==> src/pkg/ulsm_pkg.sv <==
// package: constants and types for the serial mode and termination logic
package ulsm_pkg;
    // ---------------------------------------------------------------
    // bus bit positions
    // ---------------------------------------------------------------
    localparam int BIT_TX_EN = 0;
    localparam int BIT_TX_DATA = 1;
    localparam int BIT_TX_ZERO = 2;
    localparam int BIT_INT = 3;
    localparam int BIT_RX_POS = 4;
    localparam int BIT_RX_NEG = 5;
    localparam int BIT_RX_DIFF = 6;
    localparam int BIT_RSVD7 = 7;
    // ---------------------------------------------------------------
    // field encodings
    // ---------------------------------------------------------------
    localparam logic [1:0] OPM_NORMAL = 2'h0;
    localparam logic [1:0] OPM_NON_DRIVING = 2'h1;
    localparam logic [1:0] OPM_CHIRP = 2'h2;
    localparam logic [1:0] XCVR_HS = 2'h0;
    localparam logic [7:0] BUS_IDLE = 8'h00;
    // ---------------------------------------------------------------
    // host command port offsets and field positions
    // ---------------------------------------------------------------
    localparam logic [3:0] ADDR_CTRL = 4'h0;
    localparam logic [3:0] ADDR_XCVR = 4'h4;
    localparam logic [3:0] ADDR_TX = 4'h8;
    localparam logic [3:0] ADDR_STATUS = 4'hC;
    localparam int CTRL_SIX = 0;
    localparam int CTRL_THREE = 1;
    localparam int CTRL_KEEP = 2;
    localparam int CTRL_STOP = 3;
    localparam int XCVR_SEL_LSB = 0;
    localparam int XCVR_TERM = 2;
    localparam int XCVR_OPM_LSB = 3;
    localparam int XCVR_DPPD = 5;
    localparam int XCVR_DMPD = 6;
    localparam logic [7:0] XCVR_RESET = 8'h61;
    localparam logic [31:0] RDATA_ZERO = 32'h0000_0000;

    typedef enum logic [2:0] {
        ULSM_SYNC = 3'b001,
        ULSM_SIX = 3'b010,
        ULSM_THREE = 3'b100
    } ulsm_mode_type;

    typedef struct packed {
        logic pos_pullup_enable;
        logic pos_pulldown_enable;
        logic neg_pulldown_enable;
        logic hs_termination_enable;
    } ulsm_res_type;
endpackage : ulsm_pkg

==> src/pkg/ulsm_if.sv <==
// interface: the link-side data bus, stop and direction between both ends
interface ulsm_if;
    logic [7:0] phy_data;
    logic [7:0] phy_oe;
    logic [7:0] link_data;
    logic [7:0] link_oe;
    logic stop;
    logic dir;
    logic clk_run;

    modport phy (input link_data, input link_oe, input stop,
        output phy_data, output phy_oe, output dir, output clk_run);
    modport link (input phy_data, input phy_oe, input dir, input clk_run,
        output link_data, output link_oe, output stop);
endinterface : ulsm_if

==> src/core/ulsm_term_decode.sv <==
// module: combinational resistor enable derivation from line state fields
module ulsm_term_decode
    import ulsm_pkg::*;
(
    input wire logic [1:0] i_transceiver_select,
    input wire logic i_termination_select,
    input wire logic [1:0] i_operating_mode,
    input wire logic i_pos_line_pulldown_field,
    input wire logic i_neg_line_pulldown_field,
    output ulsm_res_type o_res
);
    // ---------------------------------------------------------------
    // decode
    // ---------------------------------------------------------------
    always_comb begin
        o_res = '0;
        if (i_operating_mode != OPM_NON_DRIVING) begin
            o_res.pos_pulldown_enable = i_pos_line_pulldown_field;
            o_res.neg_pulldown_enable = i_neg_line_pulldown_field;
            // host rows never pull up; peripheral pull-up on fs/ls termination
            o_res.pos_pullup_enable = i_termination_select &
                ~(i_pos_line_pulldown_field & i_neg_line_pulldown_field);
            // termination only when hs transceiver with termination select low
            o_res.hs_termination_enable = (i_transceiver_select == XCVR_HS) &
                ~i_termination_select;
        end
    end
endmodule : ulsm_term_decode

==> src/core/ulsm_phy_end.sv <==
// module: transceiver end of the serial mode bus and line resistor control
//
// Overview of operation
// - Six-pin enable bit set remaps bus
// - Stop exits six-pin mode to synchronous
// - Keep-alive bit keeps clock during serial
// - Link drives enable bit 0; data, SE0 bits 1-2 only while enable is set
// - Device drives receive_pos_line, dm, rcv bits 4-6
// - Bit 3 carries unmasked interrupt, active high
// - Six-pin bit 7 held low
// - Three-pin enable bit set remaps bus
// - Stop exits three-pin mode to synchronous
// - Bit 1 direction follows transmit enable
// - Bit 2 direction follows transmit enable
// - Three-pin bits 7:4 held low
// - Interrupt line present in each serial mode
// - Line state from five register fields
// - Link alone chooses field combination
// - Four resistor enables driven
// - Non-driving mode clears all enables
// - Host: pulldowns on, pullup off, hs term selective
// - Host suspend/resume: only pulldowns
// - Host ls suspend/resume: only pulldowns
// - Link holds stop high to exit
//
// The plain strobed port and the register offsets were chosen for this implementation.
module ulsm_phy_end
    import ulsm_pkg::*;
(
    input wire logic i_clk_sys,
    input wire logic i_rst_n,
    ulsm_if.phy bus,
    input wire logic i_six_wire_serial_enable,
    input wire logic i_three_wire_serial_enable,
    input wire logic i_clock_keep_alive,
    input wire logic [1:0] i_transceiver_select,
    input wire logic i_termination_select,
    input wire logic [1:0] i_operating_mode,
    input wire logic i_pos_line_pulldown_field,
    input wire logic i_neg_line_pulldown_field,
    input wire logic i_irq_pending,
    input wire logic i_receive_pos_line,
    input wire logic i_receive_neg_line,
    input wire logic i_receive_differential,
    input wire logic i_receive_se0,
    output ulsm_mode_type o_mode,
    output logic o_tx_enable,
    output logic o_transmit_diff_in,
    output logic o_transmit_single_ended_zero_in,
    output logic o_pos_pullup_enable,
    output logic o_pos_pulldown_enable,
    output logic o_neg_pulldown_enable,
    output logic o_hs_termination_enable
);
    ulsm_mode_type mode_reg;
    ulsm_res_type res;
    logic tx_en;

    assign tx_en = bus.link_data[BIT_TX_EN];
    assign o_mode = mode_reg;

    // ---------------------------------------------------------------
    // bus maps
    // ---------------------------------------------------------------
    function automatic logic in_serial(input ulsm_mode_type m);
        return (m == ULSM_SIX) || (m == ULSM_THREE);
    endfunction : in_serial

    function automatic logic [7:0] six_word(input logic irq, input logic pos,
        input logic neg, input logic diff);
        logic [7:0] w;
        w = BUS_IDLE;
        w[BIT_INT] = irq;
        w[BIT_RX_POS] = pos;
        w[BIT_RX_NEG] = neg;
        w[BIT_RX_DIFF] = diff;
        w[BIT_RSVD7] = 1'b0;
        return w;
    endfunction : six_word

    // bits 1-2 carry receive data only while transmit enable is low
    function automatic logic [7:0] three_word(input logic irq, input logic txe,
        input logic diff, input logic se0);
        logic [7:0] w;
        w = BUS_IDLE;
        w[BIT_TX_DATA] = ~txe & diff;
        w[BIT_TX_ZERO] = ~txe & se0;
        w[BIT_INT] = irq;
        return w;
    endfunction : three_word

    // transmit bits only count while transmit enable is high
    function automatic logic [2:0] tx_capture(input logic [7:0] d);
        logic [2:0] c;
        c[0] = d[BIT_TX_EN];
        c[1] = d[BIT_TX_EN] & d[BIT_TX_DATA];
        c[2] = d[BIT_TX_EN] & d[BIT_TX_ZERO];
        return c;
    endfunction : tx_capture

    // ---------------------------------------------------------------
    // mode control
    // ---------------------------------------------------------------
    always_ff @(posedge i_clk_sys or negedge i_rst_n) begin
        if (!i_rst_n) begin
            mode_reg <= ULSM_SYNC;
        end else begin
            case (mode_reg)
                ULSM_SYNC: begin
                    if (i_six_wire_serial_enable) begin
                        mode_reg <= ULSM_SIX;
                    end else if (i_three_wire_serial_enable) begin
                        mode_reg <= ULSM_THREE;
                    end
                end
                ULSM_SIX: begin
                    if (bus.stop) begin
                        mode_reg <= ULSM_SYNC;
                    end
                end
                ULSM_THREE: begin
                    if (bus.stop) begin
                        mode_reg <= ULSM_SYNC;
                    end
                end
                default: begin
                    mode_reg <= ULSM_SYNC;
                end
            endcase
        end
    end

    // ---------------------------------------------------------------
    // bus drive
    // ---------------------------------------------------------------
    always_ff @(posedge i_clk_sys or negedge i_rst_n) begin
        if (!i_rst_n) begin
            bus.phy_data <= BUS_IDLE;
            bus.phy_oe <= BUS_IDLE;
            bus.dir <= 1'b0;
        end else begin
            bus.phy_data <= BUS_IDLE;
            bus.phy_oe <= BUS_IDLE;
            bus.dir <= 1'b0;
            case (mode_reg)
                ULSM_SIX: begin
                    bus.dir <= 1'b1;
                    bus.phy_oe <= 8'hF8;
                    bus.phy_data <= six_word(i_irq_pending, i_receive_pos_line,
                        i_receive_neg_line, i_receive_differential);
                end
                ULSM_THREE: begin
                    bus.dir <= 1'b1;
                    // rx bits turn around with transmit enable
                    bus.phy_oe <= tx_en ? 8'hF8 : 8'hFE;
                    bus.phy_data <= three_word(i_irq_pending, tx_en, i_receive_differential,
                        i_receive_se0);
                end
                default: begin
                    bus.dir <= 1'b0;
                end
            endcase
        end
    end

    // clock may stop in serial modes unless kept alive
    always_ff @(posedge i_clk_sys or negedge i_rst_n) begin
        if (!i_rst_n) begin
            bus.clk_run <= 1'b1;
        end else begin
            bus.clk_run <= !in_serial(mode_reg) || i_clock_keep_alive;
        end
    end

    // ---------------------------------------------------------------
    // link transmit capture
    // ---------------------------------------------------------------
    always_ff @(posedge i_clk_sys or negedge i_rst_n) begin
        if (!i_rst_n) begin
            o_tx_enable <= 1'b0;
            o_transmit_diff_in <= 1'b0;
            o_transmit_single_ended_zero_in <= 1'b0;
        end else if (!in_serial(mode_reg)) begin
            o_tx_enable <= 1'b0;
            o_transmit_diff_in <= 1'b0;
            o_transmit_single_ended_zero_in <= 1'b0;
        end else begin
            {o_transmit_single_ended_zero_in, o_transmit_diff_in, o_tx_enable} <=
                tx_capture(bus.link_data);
        end
    end

    // ---------------------------------------------------------------
    // resistor enables
    // ---------------------------------------------------------------
    ulsm_term_decode u_decode (
        .i_transceiver_select(i_transceiver_select),
        .i_termination_select(i_termination_select),
        .i_operating_mode(i_operating_mode),
        .i_pos_line_pulldown_field(i_pos_line_pulldown_field),
        .i_neg_line_pulldown_field(i_neg_line_pulldown_field),
        .o_res(res)
    );

    always_ff @(posedge i_clk_sys or negedge i_rst_n) begin
        if (!i_rst_n) begin
            o_pos_pullup_enable <= 1'b0;
            o_pos_pulldown_enable <= 1'b0;
            o_neg_pulldown_enable <= 1'b0;
            o_hs_termination_enable <= 1'b0;
        end else begin
            o_pos_pullup_enable <= res.pos_pullup_enable;
            o_pos_pulldown_enable <= res.pos_pulldown_enable;
            o_neg_pulldown_enable <= res.neg_pulldown_enable;
            o_hs_termination_enable <= res.hs_termination_enable;
        end
    end
endmodule : ulsm_phy_end

==> src/flat_wrapper.sv <==
// flat-port wrapper written by rule: the top's interface ports become plain ports
module ulsm_phy_end_flat import ulsm_pkg::*;
  (i_clk_sys, i_rst_n, i_six_wire_serial_enable, i_three_wire_serial_enable, i_clock_keep_alive, i_transceiver_select, i_termination_select, i_operating_mode, i_pos_line_pulldown_field, i_neg_line_pulldown_field, i_irq_pending, i_receive_pos_line, i_receive_neg_line, i_receive_differential, i_receive_se0, o_mode, o_tx_enable, o_transmit_diff_in, o_transmit_single_ended_zero_in, o_pos_pullup_enable, o_pos_pulldown_enable, o_neg_pulldown_enable, o_hs_termination_enable, bus_link_data, bus_link_oe, bus_stop, bus_phy_data, bus_phy_oe, bus_dir, bus_clk_run);
  ulsm_if bus_i ();
  input wire logic i_clk_sys;
  input wire logic i_rst_n;
  input wire logic i_six_wire_serial_enable;
  input wire logic i_three_wire_serial_enable;
  input wire logic i_clock_keep_alive;
  input wire logic [1:0] i_transceiver_select;
  input wire logic i_termination_select;
  input wire logic [1:0] i_operating_mode;
  input wire logic i_pos_line_pulldown_field;
  input wire logic i_neg_line_pulldown_field;
  input wire logic i_irq_pending;
  input wire logic i_receive_pos_line;
  input wire logic i_receive_neg_line;
  input wire logic i_receive_differential;
  input wire logic i_receive_se0;
  output ulsm_mode_type o_mode;
  output logic o_tx_enable;
  output logic o_transmit_diff_in;
  output logic o_transmit_single_ended_zero_in;
  output logic o_pos_pullup_enable;
  output logic o_pos_pulldown_enable;
  output logic o_neg_pulldown_enable;
  output logic o_hs_termination_enable;
  input wire logic [$bits(bus_i.link_data)-1:0] bus_link_data;
  input wire logic [$bits(bus_i.link_oe)-1:0] bus_link_oe;
  input wire logic [$bits(bus_i.stop)-1:0] bus_stop;
  output wire logic [$bits(bus_i.phy_data)-1:0] bus_phy_data;
  output wire logic [$bits(bus_i.phy_oe)-1:0] bus_phy_oe;
  output wire logic [$bits(bus_i.dir)-1:0] bus_dir;
  output wire logic [$bits(bus_i.clk_run)-1:0] bus_clk_run;
  assign bus_i.link_data = bus_link_data;
  assign bus_i.link_oe = bus_link_oe;
  assign bus_i.stop = bus_stop;
  assign bus_phy_data = bus_i.phy_data;
  assign bus_phy_oe = bus_i.phy_oe;
  assign bus_dir = bus_i.dir;
  assign bus_clk_run = bus_i.clk_run;
  ulsm_phy_end u_core (.i_clk_sys(i_clk_sys), .i_rst_n(i_rst_n), .bus(bus_i), .i_six_wire_serial_enable(i_six_wire_serial_enable), .i_three_wire_serial_enable(i_three_wire_serial_enable), .i_clock_keep_alive(i_clock_keep_alive), .i_transceiver_select(i_transceiver_select), .i_termination_select(i_termination_select), .i_operating_mode(i_operating_mode), .i_pos_line_pulldown_field(i_pos_line_pulldown_field), .i_neg_line_pulldown_field(i_neg_line_pulldown_field), .i_irq_pending(i_irq_pending), .i_receive_pos_line(i_receive_pos_line), .i_receive_neg_line(i_receive_neg_line), .i_receive_differential(i_receive_differential), .i_receive_se0(i_receive_se0), .o_mode(o_mode), .o_tx_enable(o_tx_enable), .o_transmit_diff_in(o_transmit_diff_in), .o_transmit_single_ended_zero_in(o_transmit_single_ended_zero_in), .o_pos_pullup_enable(o_pos_pullup_enable), .o_pos_pulldown_enable(o_pos_pulldown_enable), .o_neg_pulldown_enable(o_neg_pulldown_enable), .o_hs_termination_enable(o_hs_termination_enable));
endmodule
==> config.mk <==
export PLATFORM = sky130hd
export DESIGN_NAME = ulsm_phy_end_flat
export DESIGN_NICKNAME = d
export VERILOG_FILES = /design/src/pkg/ulsm_pkg.sv /design/src/pkg/ulsm_if.sv /design/src/core/ulsm_term_decode.sv /design/src/core/ulsm_phy_end.sv /design/src/flat_wrapper.sv
export SDC_FILE = /design/constraint.sdc
export NUM_CORES = 1
export LEC_CHECK = 0
export BUFFER_PORTS_ARGS = -buffer_cell sky130_fd_sc_hd__buf_4
export CAP_MARGIN = 25
export CORE_ASPECT_RATIO = 0.8
export CORE_MARGIN = 2
export CORE_UTILIZATION = 41
export CTS_CLUSTER_SIZE = 20
export DETAILED_ROUTE_END_ITERATION = 10
export PLACE_DENSITY = 0.88
export SLEW_MARGIN = 20
export SYNTH_ARGS = -nofsm -noshare
export SYNTH_HDL_FRONTEND = slang
export SYNTH_HIERARCHICAL = 1
export SYNTH_SLANG_ARGS = --single-unit
==> constraint.sdc <==
create_clock -name i_clk_sys -period 3.8 [get_ports i_clk_sys]
set_input_delay 0.76 -clock i_clk_sys [delete_from_list [all_inputs] [get_ports i_clk_sys]]
set_output_delay 0.76 -clock i_clk_sys [all_outputs]
set_load 0.05 [all_outputs]
==> results.yml, run 1 <==
run_status:
  status: "finished, final reports clean"
finish:
  synthToLayoutAreaGrowth_pct: 41.4
  final_layout_size_suffix_gt1_frac: 0.524
  nets: 138
  fillers: 161
  diodes: 0
power_and_ir_drop:
  finalPower_mw: 0.749
  ir_worst_vdd_v: 0.000462
  p_per_area_mw_per_mm2: 671
  p_leak_nw: 0.589
die:
  die_area_sq_mm: 0.00229
  die-width_um: 53.1
  rows: 14
  io_pins: 62
  initial_core_util: 0.425
  placeableCoreArea_sq_mm: 0.00186
  die_y_um: 43.3
synth:
  synth_seq_area_share: 0.605
  yosysTopAreaCell: "dfrtp_1"
  yosys.cell_types.count: 22
  syn-cell-area_sq_um: 790
  yosysWarnings: 6
  synth_seq_cells: 19
  synth_top_area_share: 0.539
  avgSynthCellArea_sq_um: 12.7
  synth_cells: 62
  netlist_top_cells_area: "dfrtp_1 54%, buf_4 9.5%, and2_1 7.9%"
clocking:
  clk_latency_ps: 280
  h-tree-depth: 1
  cts.clk_slew.worst_paths_ps: 100
  cts_tree: "done"
  cts_made_buffers: 3
  clockRootBuffer: "clkbuf_4"
  cts.sinks: 19
  cts_hold_buf: 0
  post_cts_buffers: 0
  cts_resized: 0
  clk_path_buf_depth: 2
critical_path:
  path_max_fanout: 10
  critPathLaunchType: "register"
  cp_top_family: "flip-flops"
  worst-setup-path-type: "register to output port"
  critPathArrivalTime_ps: 1150
  path_buf_inv: 1
  worst_ep_required_time_ps: 3040
  slowest_stage: "dfstp_2"
  max_stage_delay_ps: 640
  path_cells: "buf_4"
  end_kind: "output port"
global_routing:
  grt_pass1_vias: 520
  grt_pass1_wl_um: 2340
  grt_use_total: 0.149
  gr-total-overflow: 0
  grt_max_degree: 20
  antenna_found_initial: 0
sta:
  period_minus_slack_ps: 1910
  rsz0062_at_grt: "no"
  setup_viol: 0
  holdWs_ps: 324
  drv_slew: 0
  hold_violations: 0
  setup_tns_ps: 0
  clock_skew_ps: 2.73
  finalCritPeriodShare: 0.504
  setup_ws_ps: 1890
  fmax_mhz: 522
detailed_routing:
  drc: 0
  via_per_inst: 4.50
  wl_um: 1580
  drt-initial-drc-count: 9
  detail-route-antenna-nets: 0
  via_count: 571
  wl_per_cell_um: 12.4
  firstDrtPassIters: 4
hold_path:
  min_path_type: "input port to async pin"
placed_design:
  hpwl_um: 1290
  portBuffers: 45
  pre_cts_slack_ps: 2190
  routabilityCongestion: 0.641
job:
  cap_violations: 0
## flip-flops by register name, summed over array words and instances, names as in the netlist
signal and flops:
u_core/bus.clk_run 1, u_core/bus.phy_data 6, u_core/bus.phy_oe 2, u_core/o_hs_termination_enable 1, u_core/o_mode 3, u_core/o_neg_pulldown_enable 1, u_core/o_pos_pulldown_enable 1, u_core/o_pos_pullup_enable 1
u_core/o_transmit_diff_in 1, u_core/o_transmit_single_ended_zero_in 1, u_core/o_tx_enable 1
## layout by cell type, fill, tap and decap left out, drive strengths merged
cell type and instances:
conb 3, nand2 1, and3 1, o21ai 1, nor3b 2, nor2 2
xnor2 1, or3b 2, nand2b 2, nor2b 1, or3 2, clkbuf 4
a21oi 3, dfrtp 17, buf 45, nand3 1, dfstp 2, and2 10
nor4b 2, inv 1
## path summary, 6_finish.rpt
kind | end | start | slack (ps) | depth (start not counted)
setup / recovery | o_mode[0] | u_core/o_mode[0] | 1890 | 1
hold / removal | u_core/bus.phy_data[3] | i_rst_n | 320 | 1
setup reg to reg | u_core/o_mode[2] | u_core/o_mode[0] | 2450 | 3
hold reg to reg | u_core/o_mode[1] | u_core/o_mode[2] | 560 | 1
max in group asynchronous | u_core/o_mode[0] | i_rst_n | 3220 | 1
min in group i_clk_sys | u_core/o_mode[1] | u_core/o_mode[2] | 560 | 1
## synthesized netlist by cell type
cell and count:
a21oi_1 3, and2_1 10, and3_1 1, buf_4 10, conb_1 1, dfrtp_1 17
dfstp_2 2, inv_1 1, nand2_1 1, nand2b_1 1, nand2b_4 1, nand3_1 1
nor2_1 2, nor2b_1 1, nor3b_1 1, nor3b_2 1, nor4b_2 1, nor4b_4 1
o21ai_0 1, or3_1 2, or3b_1 2, xnor2_1 1
## area by class of cell
| class | count | area [sq um] | area share |
|---|---|---|---|
| Sequential cell | 19 | 478 | 0.428 |
| Timing Repair Buffer | 45 | 338 | 0.303 |
| Multi-Input combinational cell | 34 | 240 | 0.215 |
| Tap cell | 24 | 30.0 | 0.0269 |
| Clock buffer | 4 | 26.3 | 0.0235 |
| Inverter | 1 | 3.75 | 0.00336 |
## where the power goes
group	internal (mW)	switching [mW]
combinational	0.114	0.263
sequential	0.241	0.0373
clock	0.0407	0.0532
## cell families after synthesis
logic type | count (synthesis) | synth area share
AOI/OAI and AO/OA | 4 | 0.0253
xor gates and xnor gates | 1 | 0.0111
buffers and inverters | 11 | 0.0998
DFF | 19 | 0.605
and+or+nand+nor | 26 | 0.254
other | 1 | 0.00475
## routing by layer
layer  track usage  up-vias  part of all wire
li1              -      271                 -
met1         0.157      267              0.34
met2         0.278       31              0.56
met3        0.0352        2             0.096
met4        0.0615        0            0.0095
met5             0        -                 0
## stage by stage
stage	utilization	cell area, sq um	std cells
6_report	0.601	1120	127
5_1_grt	0.601	1120	127
4_1_cts	0.601	1120	127
3_5_place_dp	0.587	1090	123
3_3_place_gp	0.587	1090	123
2_1_floorplan	-	797	64
(Power assumes the default switching activity.)
==> inputs of run 2 (changes only) <==
- CORE_UTILIZATION: 41 -> 34
- PLACE_DENSITY: 0.88 -> 0.79
- clock period: 3.8 -> 1.7 ns (I/O delays scaled with it)
==> run 2 against run 1 <==
Net effect:
- register-to-register slack got worse by 2100 ps
- sequential cell count unchanged
- clock power increased by 130%
- routed wire length increased by 6.0%
- sequential share of layout area decreased by 0.43 points
- critical path depth unchanged
- highest routed layer is now met3
- largest cell class unchanged
- largest power group unchanged
- design area increased by 1.0%
==> results.yml, run 2 (synthesis results as in run 1) <==
run_status:
  status: "finished, final reports clean"
critical_path:
  path_buf_inv: 1
  rrSetupSlack_ps: 370
  slowest_stage: "dfstp_2"
  worst_ep_required_time_ps: 1360
  path_cells: "buf_4"
  end_kind: "output port"
  max_stage_delay_ps: 650
  path_max_fanout: 10
  critPathArrivalTime_ps: 1160
  cp_top_family: "flip-flops"
  critPathLaunchType: "register"
  worst-setup-path-type: "register to output port"
detailed_routing:
  detail-route-antenna-nets: 0
  firstDrtPassIters: 2
  wl_um: 1670
  wl_per_cell_um: 13.0
  via_per_inst: 4.44
  drt-initial-drc-count: 3
  drc: 0
  via_count: 573
global_routing:
  gr-total-overflow: 0
  grt_pass1_vias: 595
  antenna_found_initial: 0
  grt_pass1_wl_um: 2450
  grt_use_total: 0.123
  grt_max_degree: 20
clocking:
  clk_latency_ps: 280
  clockRootBuffer: "clkbuf_4"
  clk_path_buf_depth: 2
  cts.clk_slew.worst_paths_ps: 100
  cts_made_buffers: 3
  h-tree-depth: 1
  cts_tree: "done"
  cts.sinks: 19
sta:
  setup_viol: 0
  fmax_mhz: 666
  holdWs_ps: 212
  finalCritPeriodShare: 0.883
  setup_tns_ps: 0
  drv_slew: 0
  clock_skew_ps: 3.02
  period_minus_slack_ps: 1500
  rsz0062_at_grt: "no"
  hold_violations: 0
finish:
  final_common_cell: "buf_4"
  largest_reg_flops: 6
  final_layout_size_suffix_gt1_frac: 0.519
  diodes: 0
  largest-register: "u_core/bus.phy_data"
  nets: 139
  layout_common_cells: "45 x buf_4, 17 x dfrtp_1, 10 x and2_1"
  fillers: 191
  synthToLayoutAreaGrowth_pct: 42.8
power_and_ir_drop:
  intPower_mw: 0.885
  ir_worst_vdd_v: 0.00117
  p_per_area_mw_per_mm2: 1500
  power_switching_share: 0.476
  finalPower_mw: 1.69
  netSwitchingPower_mw: 0.803
  p_leak_nw: 0.593
  combPwrFrac: 0.502
  clockPowerShare: 0.127
  pwr-share-seq: 0.371
placed_design:
  portBuffers: 45
  routabilityCongestion: 0.618
die:
  die-width_um: 57.9
  die_y_um: 47.1
  rows: 15
  io_pins: 62
  initial_core_util: 0.363
  die_area_sq_mm: 0.00273
  placeableCoreArea_sq_mm: 0.00218
hold_path:
  min_path_type: "input port to register"
job:
  cap_violations: 0
==> run 2: cell types whose count changed in the layout (fill, tap and decap cells not counted) <==
| cell | delta |
|---|---|
| dlygate4sd3_1 | +1 |
==> run 2: cell type report <==
type                       instances  area, sq um  area share
timing repair buffer              46          348       0.309
inverter                           1         3.75     0.00333
clock buffer                       4         26.3      0.0233
multi-input combinational         34          240       0.213
sequential                        19          478       0.424
tap                               25         31.3      0.0277
==> run 2: timing repair <==
item | 4_1_cts | 5_1_grt
setup buffers | 0 | 0
gates resized for setup | 0 | 0
hold buffers | 1 | 0
hold endpoints to repair | 17 | 0
==> run 2: worst paths after layout <==
check | from | to | depth (start not counted)
setup reg to reg | u_core/o_mode[0] | u_core/o_mode[2] | 3
hold / removal | i_transceiver_select[0] | u_core/o_hs_termination_enable | 2
min in group asynchronous | i_rst_n | u_core/o_neg_pulldown_enable | 2
setup / recovery | u_core/o_mode[0] | o_mode[0] | 1
max in group asynchronous | i_rst_n | u_core/o_mode[0] | 2
hold reg to reg | u_core/o_mode[1] | u_core/o_mode[2] | 1
==> run 2: through the flow <==
step           std cells  instance area [sq um]  setup WS, ps  utilization
5_1_grt              129                   1130           133        0.518
4_1_cts              129                   1130           184        0.518
6_report             129                   1130           199        0.518
3_5_place_dp         124                   1090           400        0.501
2_1_floorplan         64                    797           195            -
3_3_place_gp         124                   1090           422        0.501
==> run 2: metal layers <==
layer | GRT usage | part of all wire | vias to the layer above
met3 | 0.0193 | 0.060 | 0
met1 | 0.131 | 0.37 | 274
li1 | - | - | 274
met4 | 0.0558 | 0 | 0
met5 | 0 | 0 | -
met2 | 0.248 | 0.57 | 25
==> run 2: power groups by stage <==
stage	sequential [mW]	combinational [mW]	clock, mW
global placement	0.628	0.835	0
CTS	0.627	0.848	0.225
finish	0.626	0.847	0.214
detailed placement	0.635	0.845	0
floorplan	0.866	0.417	0
global route	0.644	0.885	0.245
